File: src/include/flic_pkg.sv
// ====================================================================
// five level interrupt controller constants
package flic_pkg;

    // source count and field widths
    localparam int FLIC_NSRC = 13;
    localparam int FLIC_LVW = 3;
    localparam int FLIC_IDW = 4;

    // natural order index of the first five sources
    localparam logic [3:0] FLIC_SRC_PF = 4'h0;
    localparam logic [3:0] FLIC_SRC_EXT0 = 4'h1;
    localparam logic [3:0] FLIC_SRC_TMR0 = 4'h2;
    localparam logic [3:0] FLIC_SRC_EXT1 = 4'h3;
    localparam logic [3:0] FLIC_SRC_TMR1 = 4'h4;

    // priority levels
    localparam logic [2:0] FLIC_LVL_PF = 3'h4;

    // vector address per natural order
    localparam logic [7:0] FLIC_VEC [FLIC_NSRC] = '{
        8'h33, 8'h03, 8'h0b, 8'h13, 8'h1b, 8'h23, 8'h2b,
        8'h3b, 8'h43, 8'h4b, 8'h53, 8'h5b, 8'h63};

    // register byte offsets
    localparam logic [7:0] FLIC_IRQ_ENABLE_OFF = 8'h00;
    localparam logic [7:0] FLIC_EXT_IRQ_ENABLE_OFF = 8'h04;
    localparam logic [7:0] FLIC_PRIO_LOW_OFF = 8'h08;
    localparam logic [7:0] FLIC_PRIO_HIGH_OFF = 8'h0c;
    localparam logic [7:0] FLIC_EXT_PRIO_LOW_OFF = 8'h10;
    localparam logic [7:0] FLIC_EXT_PRIO_HIGH_OFF = 8'h14;
    localparam logic [7:0] FLIC_TIMER_CONTROL_OFF = 8'h18;
    localparam logic [7:0] FLIC_EXT_FLAG_OFF = 8'h1c;
    localparam logic [7:0] FLIC_WATCHDOG_CONTROL_OFF = 8'h20;
    localparam logic [7:0] FLIC_PERIPH_FLAG_OFF = 8'h24;
    localparam logic [7:0] FLIC_IN_SERVICE_OFF = 8'h28;

    // field positions
    localparam int FLIC_GLOBAL_EN_BIT = 7;
    localparam int FLIC_EXT0_TYPE_BIT = 0;
    localparam int FLIC_EXT0_FLAG_BIT = 1;
    localparam int FLIC_EXT1_TYPE_BIT = 2;
    localparam int FLIC_EXT1_FLAG_BIT = 3;
    localparam int FLIC_TMR0_FLAG_BIT = 5;
    localparam int FLIC_TMR1_FLAG_BIT = 7;
    localparam int FLIC_EXT2_FLAG_BIT = 4;
    localparam int FLIC_WDOG_FLAG_BIT = 3;
    localparam int FLIC_PF_FLAG_BIT = 4;
    localparam int FLIC_PF_EN_BIT = 5;
    localparam int FLIC_SER0_RX_BIT = 0;
    localparam int FLIC_SER0_TX_BIT = 1;
    localparam int FLIC_SER1_RX_BIT = 2;
    localparam int FLIC_SER1_TX_BIT = 3;
    localparam int FLIC_TMR2_EXT_BIT = 6;
    localparam int FLIC_TMR2_OVF_BIT = 7;

    // reset values
    localparam logic [7:0] FLIC_REG_RST = 8'h00;
    localparam logic [4:0] FLIC_ISR_RST = 5'h00;

endpackage

File: src/include/flic_arb_if.sv
`timescale 1ns/1ps
// ====================================================================
// request and winner carrier between control and arbiter
interface flic_arb_if;
    logic [12:0] req;
    logic [12:0][2:0] lvl;
    logic win_valid;
    logic [3:0] win_idx;
    logic [2:0] win_lvl;

    modport arb (input req, input lvl,
                 output win_valid, output win_idx, output win_lvl);
    modport ctl (output req, output lvl,
                 input win_valid, input win_idx, input win_lvl);
endinterface

File: src/core/flic_arb.sv
`timescale 1ns/1ps
// ====================================================================
// level then natural order arbiter
module flic_arb
    import flic_pkg::*;
(
    // request side
    flic_arb_if.arb a
);

    // ================================================================
    // scan in natural order, replace only on a strictly higher level
    always_comb begin
        logic found;
        logic [3:0] idx;
        logic [2:0] lv;
        found = 1'b0;
        idx = 4'h0;
        lv = 3'h0;
        for (int i = 0; i < FLIC_NSRC; i++) begin
            if (a.req[i] && (!found || a.lvl[i] > lv)) begin
                found = 1'b1;
                idx = 4'(i);
                lv = a.lvl[i];
            end
        end
        a.win_valid = found;
        a.win_idx = idx;
        a.win_lvl = lv;
    end

endmodule // flic_arb

File: src/core/flic_top.sv
`timescale 1ns/1ps
// Contract
// - thirteen sources are served, each with its own vector address.
// - non power-fail sources need their enable and the global enable.
// - with the global enable low only power-fail can be taken.
// - seven classic enables sit in bits 0-6, five more in bits 0-4.
// - power-fail is gated only by its own enable.
// - five levels 4..0 exist and level 4 belongs to power-fail.
// - other sources get level 0-3 from a low and a high bank bit.
// - an enabled power-fail request always wins.
// - equal levels resolve to the lowest natural order number.
// - vectors follow the fixed natural order table.
// - serial sources or rx and tx, timer 2 ors overflow and external.
// - timer 0 and 1 overflow flags clear when the core vectors.
// - edge ext0/1 flags clear on vectoring, level ones follow the pin.
// - flags set on their event whatever the enables say.
module flic_top
    import flic_pkg::*;
(
    // clock and reset
    input wire logic clk_i,
    input wire logic rst_i,
    // wishbone slave
    input wire logic wb_cyc_i,
    input wire logic wb_stb_i,
    input wire logic wb_we_i,
    input wire logic [7:0] wb_adr_i,
    input wire logic [3:0] wb_sel_i,
    input wire logic [31:0] wb_dat_i,
    output logic [31:0] wb_dat_o,
    output logic wb_ack_o,
    // external interrupt pins, active low
    input wire logic [5:0] ext_n_i,
    // peripheral event pulses
    input wire logic powerfail_i,
    input wire logic tmr0_ovf_i,
    input wire logic tmr1_ovf_i,
    input wire logic tmr2_ovf_i,
    input wire logic tmr2_ext_i,
    input wire logic ser0_rx_i,
    input wire logic ser0_tx_i,
    input wire logic ser1_rx_i,
    input wire logic ser1_tx_i,
    input wire logic watchdog_i,
    // processor core handshake
    input wire logic irq_ack_i,
    input wire logic reti_i,
    output logic irq_req_o,
    output logic [7:0] irq_vector_o,
    output logic [2:0] irq_level_o
);

    // ================================================================
    // state
    typedef struct packed {
        logic [7:0] irq_enable_reg;
        logic [7:0] ext_irq_enable_reg;
        logic [7:0] prio_low_bank;
        logic [7:0] prio_high_bank;
        logic [7:0] ext_prio_low_bank;
        logic [7:0] ext_prio_high_bank;
        logic [7:0] timer_control_reg;
        logic [7:0] ext_flag_reg;
        logic [7:0] watchdog_control_reg;
        logic [7:0] periph_flag_reg;
        logic [5:0] pin_prev;
        logic [4:0] in_service;
        logic req;
        logic [7:0] vec;
        logic [3:0] idx;
        logic [2:0] lvl;
        logic ack;
        logic [7:0] dat;
    } flic_state_s;

    flic_state_s s_q;
    flic_state_s s_d;

    flic_arb_if arb_bus ();

    // ================================================================
    // arbiter
    flic_arb u_arb (
        .a (arb_bus.arb)
    );

    // ================================================================
    // source flags, enables and levels from current state
    logic [12:0] src_flag;
    logic [12:0] src_en;
    logic [12:0][2:0] src_lvl;
    logic global_irq_enable;
    logic powerfail_enable;

    always_comb begin
        logic [7:0] tc;
        logic [7:0] pf;
        tc = s_q.timer_control_reg;
        pf = s_q.periph_flag_reg;
        global_irq_enable = s_q.irq_enable_reg[FLIC_GLOBAL_EN_BIT];
        powerfail_enable = s_q.watchdog_control_reg[FLIC_PF_EN_BIT];
        // natural order flag vector
        src_flag[0] = s_q.watchdog_control_reg[FLIC_PF_FLAG_BIT];
        src_flag[1] = tc[FLIC_EXT0_FLAG_BIT];
        src_flag[2] = tc[FLIC_TMR0_FLAG_BIT];
        src_flag[3] = tc[FLIC_EXT1_FLAG_BIT];
        src_flag[4] = tc[FLIC_TMR1_FLAG_BIT];
        src_flag[5] = pf[FLIC_SER0_RX_BIT] | pf[FLIC_SER0_TX_BIT];
        src_flag[6] = pf[FLIC_TMR2_OVF_BIT] | pf[FLIC_TMR2_EXT_BIT];
        src_flag[7] = pf[FLIC_SER1_RX_BIT] | pf[FLIC_SER1_TX_BIT];
        src_flag[11:8] = s_q.ext_flag_reg[7:4];
        src_flag[12] = s_q.watchdog_control_reg[FLIC_WDOG_FLAG_BIT];
        // enables and levels
        src_en[0] = powerfail_enable;
        src_lvl[0] = FLIC_LVL_PF;
        for (int i = 1; i < FLIC_NSRC; i++) begin
            if (i < 8) begin
                src_en[i] = s_q.irq_enable_reg[i-1] &
                    global_irq_enable;
                src_lvl[i] = {1'b0, s_q.prio_high_bank[i-1],
                    s_q.prio_low_bank[i-1]};
            end else begin
                src_en[i] = s_q.ext_irq_enable_reg[i-8] &
                    global_irq_enable;
                src_lvl[i] = {1'b0, s_q.ext_prio_high_bank[i-8],
                    s_q.ext_prio_low_bank[i-8]};
            end
        end
    end

    // requests into the arbiter
    assign arb_bus.req = src_flag & src_en;
    assign arb_bus.lvl = src_lvl;

    // ================================================================
    // bus decode
    logic bus_hit;
    logic bus_wr;
    logic [7:0] wdat;
    logic [7:0] rdat;

    assign bus_hit = wb_cyc_i & wb_stb_i & ~s_q.ack;
    assign bus_wr = bus_hit & wb_we_i & wb_sel_i[0];
    assign wdat = wb_dat_i[7:0];

    // read mux, unmapped reads zero
    always_comb begin
        unique case (wb_adr_i)
            FLIC_IRQ_ENABLE_OFF: rdat = s_q.irq_enable_reg;
            FLIC_EXT_IRQ_ENABLE_OFF: rdat = {3'h0,
                s_q.ext_irq_enable_reg[4:0]};
            FLIC_PRIO_LOW_OFF: rdat = s_q.prio_low_bank;
            FLIC_PRIO_HIGH_OFF: rdat = s_q.prio_high_bank;
            FLIC_EXT_PRIO_LOW_OFF: rdat = {3'h0,
                s_q.ext_prio_low_bank[4:0]};
            FLIC_EXT_PRIO_HIGH_OFF: rdat = {3'h0,
                s_q.ext_prio_high_bank[4:0]};
            FLIC_TIMER_CONTROL_OFF: rdat = s_q.timer_control_reg;
            FLIC_EXT_FLAG_OFF: rdat = s_q.ext_flag_reg;
            FLIC_WATCHDOG_CONTROL_OFF: rdat = s_q.watchdog_control_reg;
            FLIC_PERIPH_FLAG_OFF: rdat = s_q.periph_flag_reg;
            FLIC_IN_SERVICE_OFF: rdat = {3'h0, s_q.in_service};
            default: rdat = 8'h00;
        endcase
    end

    // ================================================================
    // in-service level tracking
    logic [2:0] cur_lvl;
    logic [2:0] ret_lvl;
    logic busy;
    logic [4:0] isr_after_ret;

    always_comb begin
        cur_lvl = 3'h0;
        for (int i = 0; i < 5; i++) begin
            if (s_q.in_service[i]) begin
                cur_lvl = 3'(i);
            end
        end
        busy = |s_q.in_service;
        ret_lvl = cur_lvl;
        isr_after_ret = s_q.in_service;
        if (reti_i && busy) begin
            isr_after_ret[ret_lvl] = 1'b0; // pop the running level
        end
    end

    // ================================================================
    // pin edges, falling edge of an active low pin
    logic [5:0] pin_fall;
    assign pin_fall = s_q.pin_prev & ~ext_n_i;

    // ================================================================
    // next state
    always_comb begin
        logic [7:0] tc;
        logic [7:0] xf;
        logic [7:0] wd;
        logic [7:0] pf;
        logic edge0;
        logic edge1;
        s_d = s_q;
        s_d.ack = 1'b0;
        s_d.pin_prev = ext_n_i;

        // register writes
        if (bus_wr) begin
            unique case (wb_adr_i)
                FLIC_IRQ_ENABLE_OFF: s_d.irq_enable_reg = wdat;
                FLIC_EXT_IRQ_ENABLE_OFF: s_d.ext_irq_enable_reg = wdat;
                FLIC_PRIO_LOW_OFF: s_d.prio_low_bank = wdat;
                FLIC_PRIO_HIGH_OFF: s_d.prio_high_bank = wdat;
                FLIC_EXT_PRIO_LOW_OFF: s_d.ext_prio_low_bank = wdat;
                FLIC_EXT_PRIO_HIGH_OFF: s_d.ext_prio_high_bank = wdat;
                FLIC_TIMER_CONTROL_OFF: s_d.timer_control_reg = wdat;
                FLIC_EXT_FLAG_OFF: s_d.ext_flag_reg = wdat;
                FLIC_WATCHDOG_CONTROL_OFF:
                    s_d.watchdog_control_reg = wdat;
                FLIC_PERIPH_FLAG_OFF: s_d.periph_flag_reg = wdat;
                default: s_d.ack = s_d.ack; // read-only or unmapped
            endcase
        end

        // bus answer one cycle after the request
        if (bus_hit) begin
            s_d.ack = 1'b1;
            s_d.dat = rdat;
        end

        tc = s_d.timer_control_reg;
        xf = s_d.ext_flag_reg;
        wd = s_d.watchdog_control_reg;
        pf = s_d.periph_flag_reg;
        edge0 = s_q.timer_control_reg[FLIC_EXT0_TYPE_BIT];
        edge1 = s_q.timer_control_reg[FLIC_EXT1_TYPE_BIT];

        // return then vectoring on the in-service stack
        s_d.in_service = isr_after_ret;
        if (irq_ack_i) begin
            s_d.in_service[s_q.lvl] = 1'b1;
            unique case (s_q.idx)
                FLIC_SRC_TMR0: tc[FLIC_TMR0_FLAG_BIT] = 1'b0;
                FLIC_SRC_TMR1: tc[FLIC_TMR1_FLAG_BIT] = 1'b0;
                FLIC_SRC_EXT0: begin
                    if (edge0) begin
                        tc[FLIC_EXT0_FLAG_BIT] = 1'b0;
                    end
                end
                FLIC_SRC_EXT1: begin
                    if (edge1) begin
                        tc[FLIC_EXT1_FLAG_BIT] = 1'b0;
                    end
                end
                default: tc = tc; // others cleared by software
            endcase
        end

        // hardware sets win over any clear in the same cycle
        if (tmr0_ovf_i) begin
            tc[FLIC_TMR0_FLAG_BIT] = 1'b1;
        end
        if (tmr1_ovf_i) begin
            tc[FLIC_TMR1_FLAG_BIT] = 1'b1;
        end
        if (edge0) begin
            tc[FLIC_EXT0_FLAG_BIT] = tc[FLIC_EXT0_FLAG_BIT] | pin_fall[0];
        end else begin
            tc[FLIC_EXT0_FLAG_BIT] = ~ext_n_i[0];
        end
        if (edge1) begin
            tc[FLIC_EXT1_FLAG_BIT] = tc[FLIC_EXT1_FLAG_BIT] | pin_fall[1];
        end else begin
            tc[FLIC_EXT1_FLAG_BIT] = ~ext_n_i[1];
        end
        xf[7:4] = xf[7:4] | pin_fall[5:2];
        if (powerfail_i) begin
            wd[FLIC_PF_FLAG_BIT] = 1'b1;
        end
        if (watchdog_i) begin
            wd[FLIC_WDOG_FLAG_BIT] = 1'b1;
        end
        if (ser0_rx_i) begin
            pf[FLIC_SER0_RX_BIT] = 1'b1;
        end
        if (ser0_tx_i) begin
            pf[FLIC_SER0_TX_BIT] = 1'b1;
        end
        if (ser1_rx_i) begin
            pf[FLIC_SER1_RX_BIT] = 1'b1;
        end
        if (ser1_tx_i) begin
            pf[FLIC_SER1_TX_BIT] = 1'b1;
        end
        if (tmr2_ovf_i) begin
            pf[FLIC_TMR2_OVF_BIT] = 1'b1;
        end
        if (tmr2_ext_i) begin
            pf[FLIC_TMR2_EXT_BIT] = 1'b1;
        end
        s_d.timer_control_reg = tc;
        s_d.ext_flag_reg = xf;
        s_d.watchdog_control_reg = wd;
        s_d.periph_flag_reg = pf;

        // request only above the running level
        s_d.req = arb_bus.win_valid &&
            (!busy || arb_bus.win_lvl > cur_lvl);
        s_d.vec = FLIC_VEC[arb_bus.win_idx];
        s_d.idx = arb_bus.win_idx;
        s_d.lvl = arb_bus.win_lvl;
    end

    // ================================================================
    // state register
    always_ff @(posedge clk_i) begin
        if (rst_i) begin
            s_q <= '0;
            s_q.irq_enable_reg <= FLIC_REG_RST;
            s_q.in_service <= FLIC_ISR_RST;
            s_q.pin_prev <= 6'h3f;
        end else begin
            s_q <= s_d;
        end
    end

    // ================================================================
    // outputs
    assign wb_ack_o = s_q.ack;
    assign wb_dat_o = {24'h000000, s_q.dat};
    assign irq_req_o = s_q.req;
    assign irq_vector_o = s_q.vec;
    assign irq_level_o = s_q.lvl;

endmodule // flic_top

File: config.mk
export PLATFORM = sky130hd
export DESIGN_NAME = flic_top
export DESIGN_NICKNAME = d
export VERILOG_FILES = /design/src/include/flic_pkg.sv /design/src/include/flic_arb_if.sv /design/src/core/flic_arb.sv /design/src/core/flic_top.sv
export SDC_FILE = /design/constraint.sdc
export NUM_CORES = 1
export LEC_CHECK = 0
export BUFFER_PORTS_ARGS = -buffer_cell sky130_fd_sc_hd__buf_2
export CORE_ASPECT_RATIO = 1.4
export CORE_UTILIZATION = 45
export DETAILED_ROUTE_END_ITERATION = 7
export GPL_ROUTABILITY_DRIVEN = 0
export PLACE_DENSITY = 0.7
export SKIP_LAST_GASP = 1
export SLEW_MARGIN = 10
export SYNTH_ARGS = -nofsm -noshare
export SYNTH_HDL_FRONTEND = slang
export SYNTH_SLANG_ARGS = --single-unit
File: constraint.sdc
create_clock -name clk_i -period 13.9 [get_ports clk_i]
set_clock_uncertainty 0.05 [all_clocks]
set_input_delay 2.78 -clock clk_i [delete_from_list [all_inputs] [get_ports clk_i]]
set_output_delay 2.78 -clock clk_i [all_outputs]
set_load 0.02 [all_outputs]
==> flow_metrics.env <==
export IMPL_routed_length_per_instance_um=19.2
export IMPL_final_layout_size_suffix_gt1_frac=0.339
export IMPL_grtUsageMet3=0.0342
export IMPL_worst_hold_path_type="flop to flop"
export IMPL_synth_seq_cells=104
export IMPL_place_area_um2=6900
export IMPL_min_period_over_period=1.00
export IMPL_area_growth_synth_to_final_pct=29.5
export IMPL_groute_layer_met2_usage=0.470
export IMPL_syn_cell_area_um2=6170
export IMPL_cts_buffers_inserted=9
export IMPL_timing_reg2reg_setup_slack_ps=-50
export IMPL_synth_warnings=0
export IMPL_chipHeight_um=141
export IMPL_rsz0062_at_grt="true"
export IMPL_worstPathBufferInverterCount=4
export IMPL_global_route_peak_usage_layer="met2"
export IMPL_grt_use_met1=0.331
export IMPL_yosysSeqAreaShare=0.337
export IMPL_vias_in_the_first_global_route=5776
export IMPL_yosys_area_top_type="dfxtp_1"
export IMPL_total_leakage_power_nw=3.25
export IMPL_root_buffer="clkbuf_16"
export IMPL_startpoint_type="flop"
export IMPL_synthDistinctLibCells=73
export IMPL_setup_ws_ps=-54.4
export IMPL_number_of_input_and_output_port_buffers_inserted=58
export IMPL_clock_sinks=104
export IMPL_cp_arrival_ps=14130
export IMPL_synth_top_area_frac=0.337
export IMPL_drtIter0Drc=459
export IMPL_htree_num_levels=3
export IMPL_max_freq_mhz=71.7
export IMPL_grt_total_usage=0.281
export IMPL_clock_tree_buffer_depth=2
export IMPL_antenna_found_initial=0
export IMPL_fp_row_count=50
export IMPL_finalPower_w=0.000604
export IMPL_max_cap_viol_count=0
export IMPL_chipWidth_um=101
export IMPL_hold_buffers=0
export IMPL_cts_tree="done"
export IMPL_timing_final_setup_violations=1
export IMPL_route_detailed_vias_per_inst=5.79
export IMPL_timing_final_max_slew_violations=0
export IMPL_clk_transition_reported_paths_ps=80
export IMPL_failing_checks="negative setup slack"
export IMPL_post_route_cell_area_um2=7990
export IMPL_die_area_um2=14200
export IMPL_detail_route_drc_violations=0
export IMPL_synth_cells=725
export IMPL_cp_max_fo=4
export IMPL_worst_slew_pin_slew_ps=1080
export IMPL_run_status="complete, but fails checks"
export IMPL_asyncSetResetFlopFracSynth=0
export IMPL_synth_main_ff_cell="dfxtp_1"
export IMPL_finalHoldViolations=0
export IMPL_timing_critical_path_required_ps=14080
export IMPL_first_pass_iters=6
export IMPL_nNetsFinal=958
export IMPL_dpl_hpwl_mm=13.9
export IMPL_cellPowerDensity_nw_per_um2=75.6
export IMPL_gr_total_overflow=0
export IMPL_postSynthAreaPerCell_um2=8.51
export IMPL_ir_worst_vdd_uv=90.9
export IMPL_io_pins=112
export IMPL_timing_critical_path_slowest_cell_delay_ps=420
export IMPL_crit_slowest_cell="a311o_1"
export IMPL_num_antenna_cells=0
export IMPL_worst_path_dominant_cell_family="compound AO/OA/AOI/OAI gates"
export IMPL_synth_edff_count=0
export IMPL_path_class="flop to flop"
export IMPL_grt_first_pass_wirelength_mm=30.3
export IMPL_antenna_left=0
export IMPL_initial_utilization=0.461
export IMPL_postRouteWirelength_mm=20.1
export IMPL_grt_start_max_net_pins=50
export IMPL_worst_slew_margin_rel=0.276
export IMPL_final_util=0.597
export IMPL_coreArea_um2=13400
export IMPL_critical_path_endpoint_type="flop"
export IMPL_fin_crit_ps=13950
export IMPL_clk_latency_ps=360
export IMPL_vias=6072
export IMPL_ys_top_cells_by_area="dfxtp_1, mux2i_1, nor2_1"
## cell usage in the layout, fill, tap and decap left out, drive strengths merged, types with 20 or more instances in the layout
cell   netlist  layout
dfxtp      104     104
o21ai       28      28
conb         1      26
nand2       59      59
ha          29      29
inv         25      27
buf         52     169
mux2i       59      59
a21oi       32      32
nor2b       23      23
nor3        22      22
a22oi       20      20
nor2       102     102
## worst register-to-register path: cells and delay by family, from the launching register on
kind,cells,cell delay (ps)
DFF,1,330
and+or+nand+nor,21,2830
AOI/OAI and AO/OA,40,6480
buffers and inverters,4,540
adders and majority gates,12,3200
muxes,2,380
## power by group
| group | internal (W) | total [W] | switching, W |
|---|---|---|---|
| clock | 0.000125 | 0.000251 | 0.000126 |
| sequential | 0.000304 | 0.000311 | 0.00000652 |
| combinational | 0.0000131 | 0.0000426 | 0.0000295 |
## cells by family (layout without fill, tap and decap cells)
| kind of cell | count (synthesis) | in the layout | share of synthesized area |
|---|---|---|---|
| and+or+nand+nor | 261 | 261 | 0.205 |
| AOI/OAI and AO/OA | 176 | 176 | 0.214 |
| DFF | 104 | 104 | 0.337 |
| buffers and inverters | 93 | 210 | 0.0839 |
| muxes | 61 | 61 | 0.0999 |
| adders and majority gates | 29 | 29 | 0.0588 |
| other | 1 | 26 | 0.000608 |
## per-layer routing
metal	share of wire	vias to the layer above
met3	0.060	82
met2	0.49	280
li1	-	2822
met5	0	-
met1	0.39	2888
met4	0.066	0
## state kept, by name, summed over array words and instances (netlist names)
signal / count
wb_ack_o: 1
irq_vector_o: 5
arb_bus.lvl: 24
powerfail_enable: 1
irq_req_o: 1
global_irq_enable: 1
irq_level_o: 3
s_q: 60
wb_dat_o: 8
## Yosys cell counts (all sizes together) (2+ instances only)
library cell	count
a211oi	8
o21ba	2
a32oi	3
o221ai	2
and3	5
or4	2
a22oi	20
o21bai	2
o41ai	3
o21ai	28
nor3	22
nor2	102
nand4	2
dfxtp	104
ha	29
and4	5
and2	5
nor2b	23
nand2	59
nand2b	7
o22ai	2
or2	7
nand3	15
a41oi	3
o2111ai	3
mux2	2
a21o	8
a31oi	13
o211ai	10
o21a	5
a21oi	32
a311oi	2
a2bb2oi	2
mux2i	59
a22o	8
a221oi	9
nand3b	4
clkbuf	16
inv	25
o211a	2
buf	52
## cell type report
type                            count  area, um^2
Clock inverter                      7        66.3
Timing Repair Buffer              169        1140
Tap cell                          182         228
Fill cell                        1192        5400
Clock buffer                        9         225
Inverter                           25        93.8
Sequential cell                   104        2080
Multi-Input combinational cell    553        4150
## path summary, 6_finish.rpt
path                    startpoint  depth (start not counted)   endpoint
setup / recovery  powerfail_enable                         79  irq_req_o
hold / removal            wb_ack_o                          1   wb_ack_o
setup reg to reg  powerfail_enable                         79  irq_req_o
hold reg to reg           wb_ack_o                          1   wb_ack_o
## stage by stage
stage	hold WS [ps]	cells	setup slack, ps	TNS (ps)
global route	415	1049	-571	-2260
global placement	376	991	-624	-2060
floorplan	360	750	61.6	0
detailed placement	385	991	-808	-3220
finish	395	1049	-54.4	-54.4
CTS	396	1032	24.7	0
## timing repair
item / in CTS / in global routing
buffers inserted: 26 / 18
resized for setup: 52 / 51
gates cloned: 0 / 0
hold endpoints to repair: 0 / 0
pin swaps: 48 / 54
endpoints found under the setup margin: 8 / 11
(Power assumes the default switching activity.)
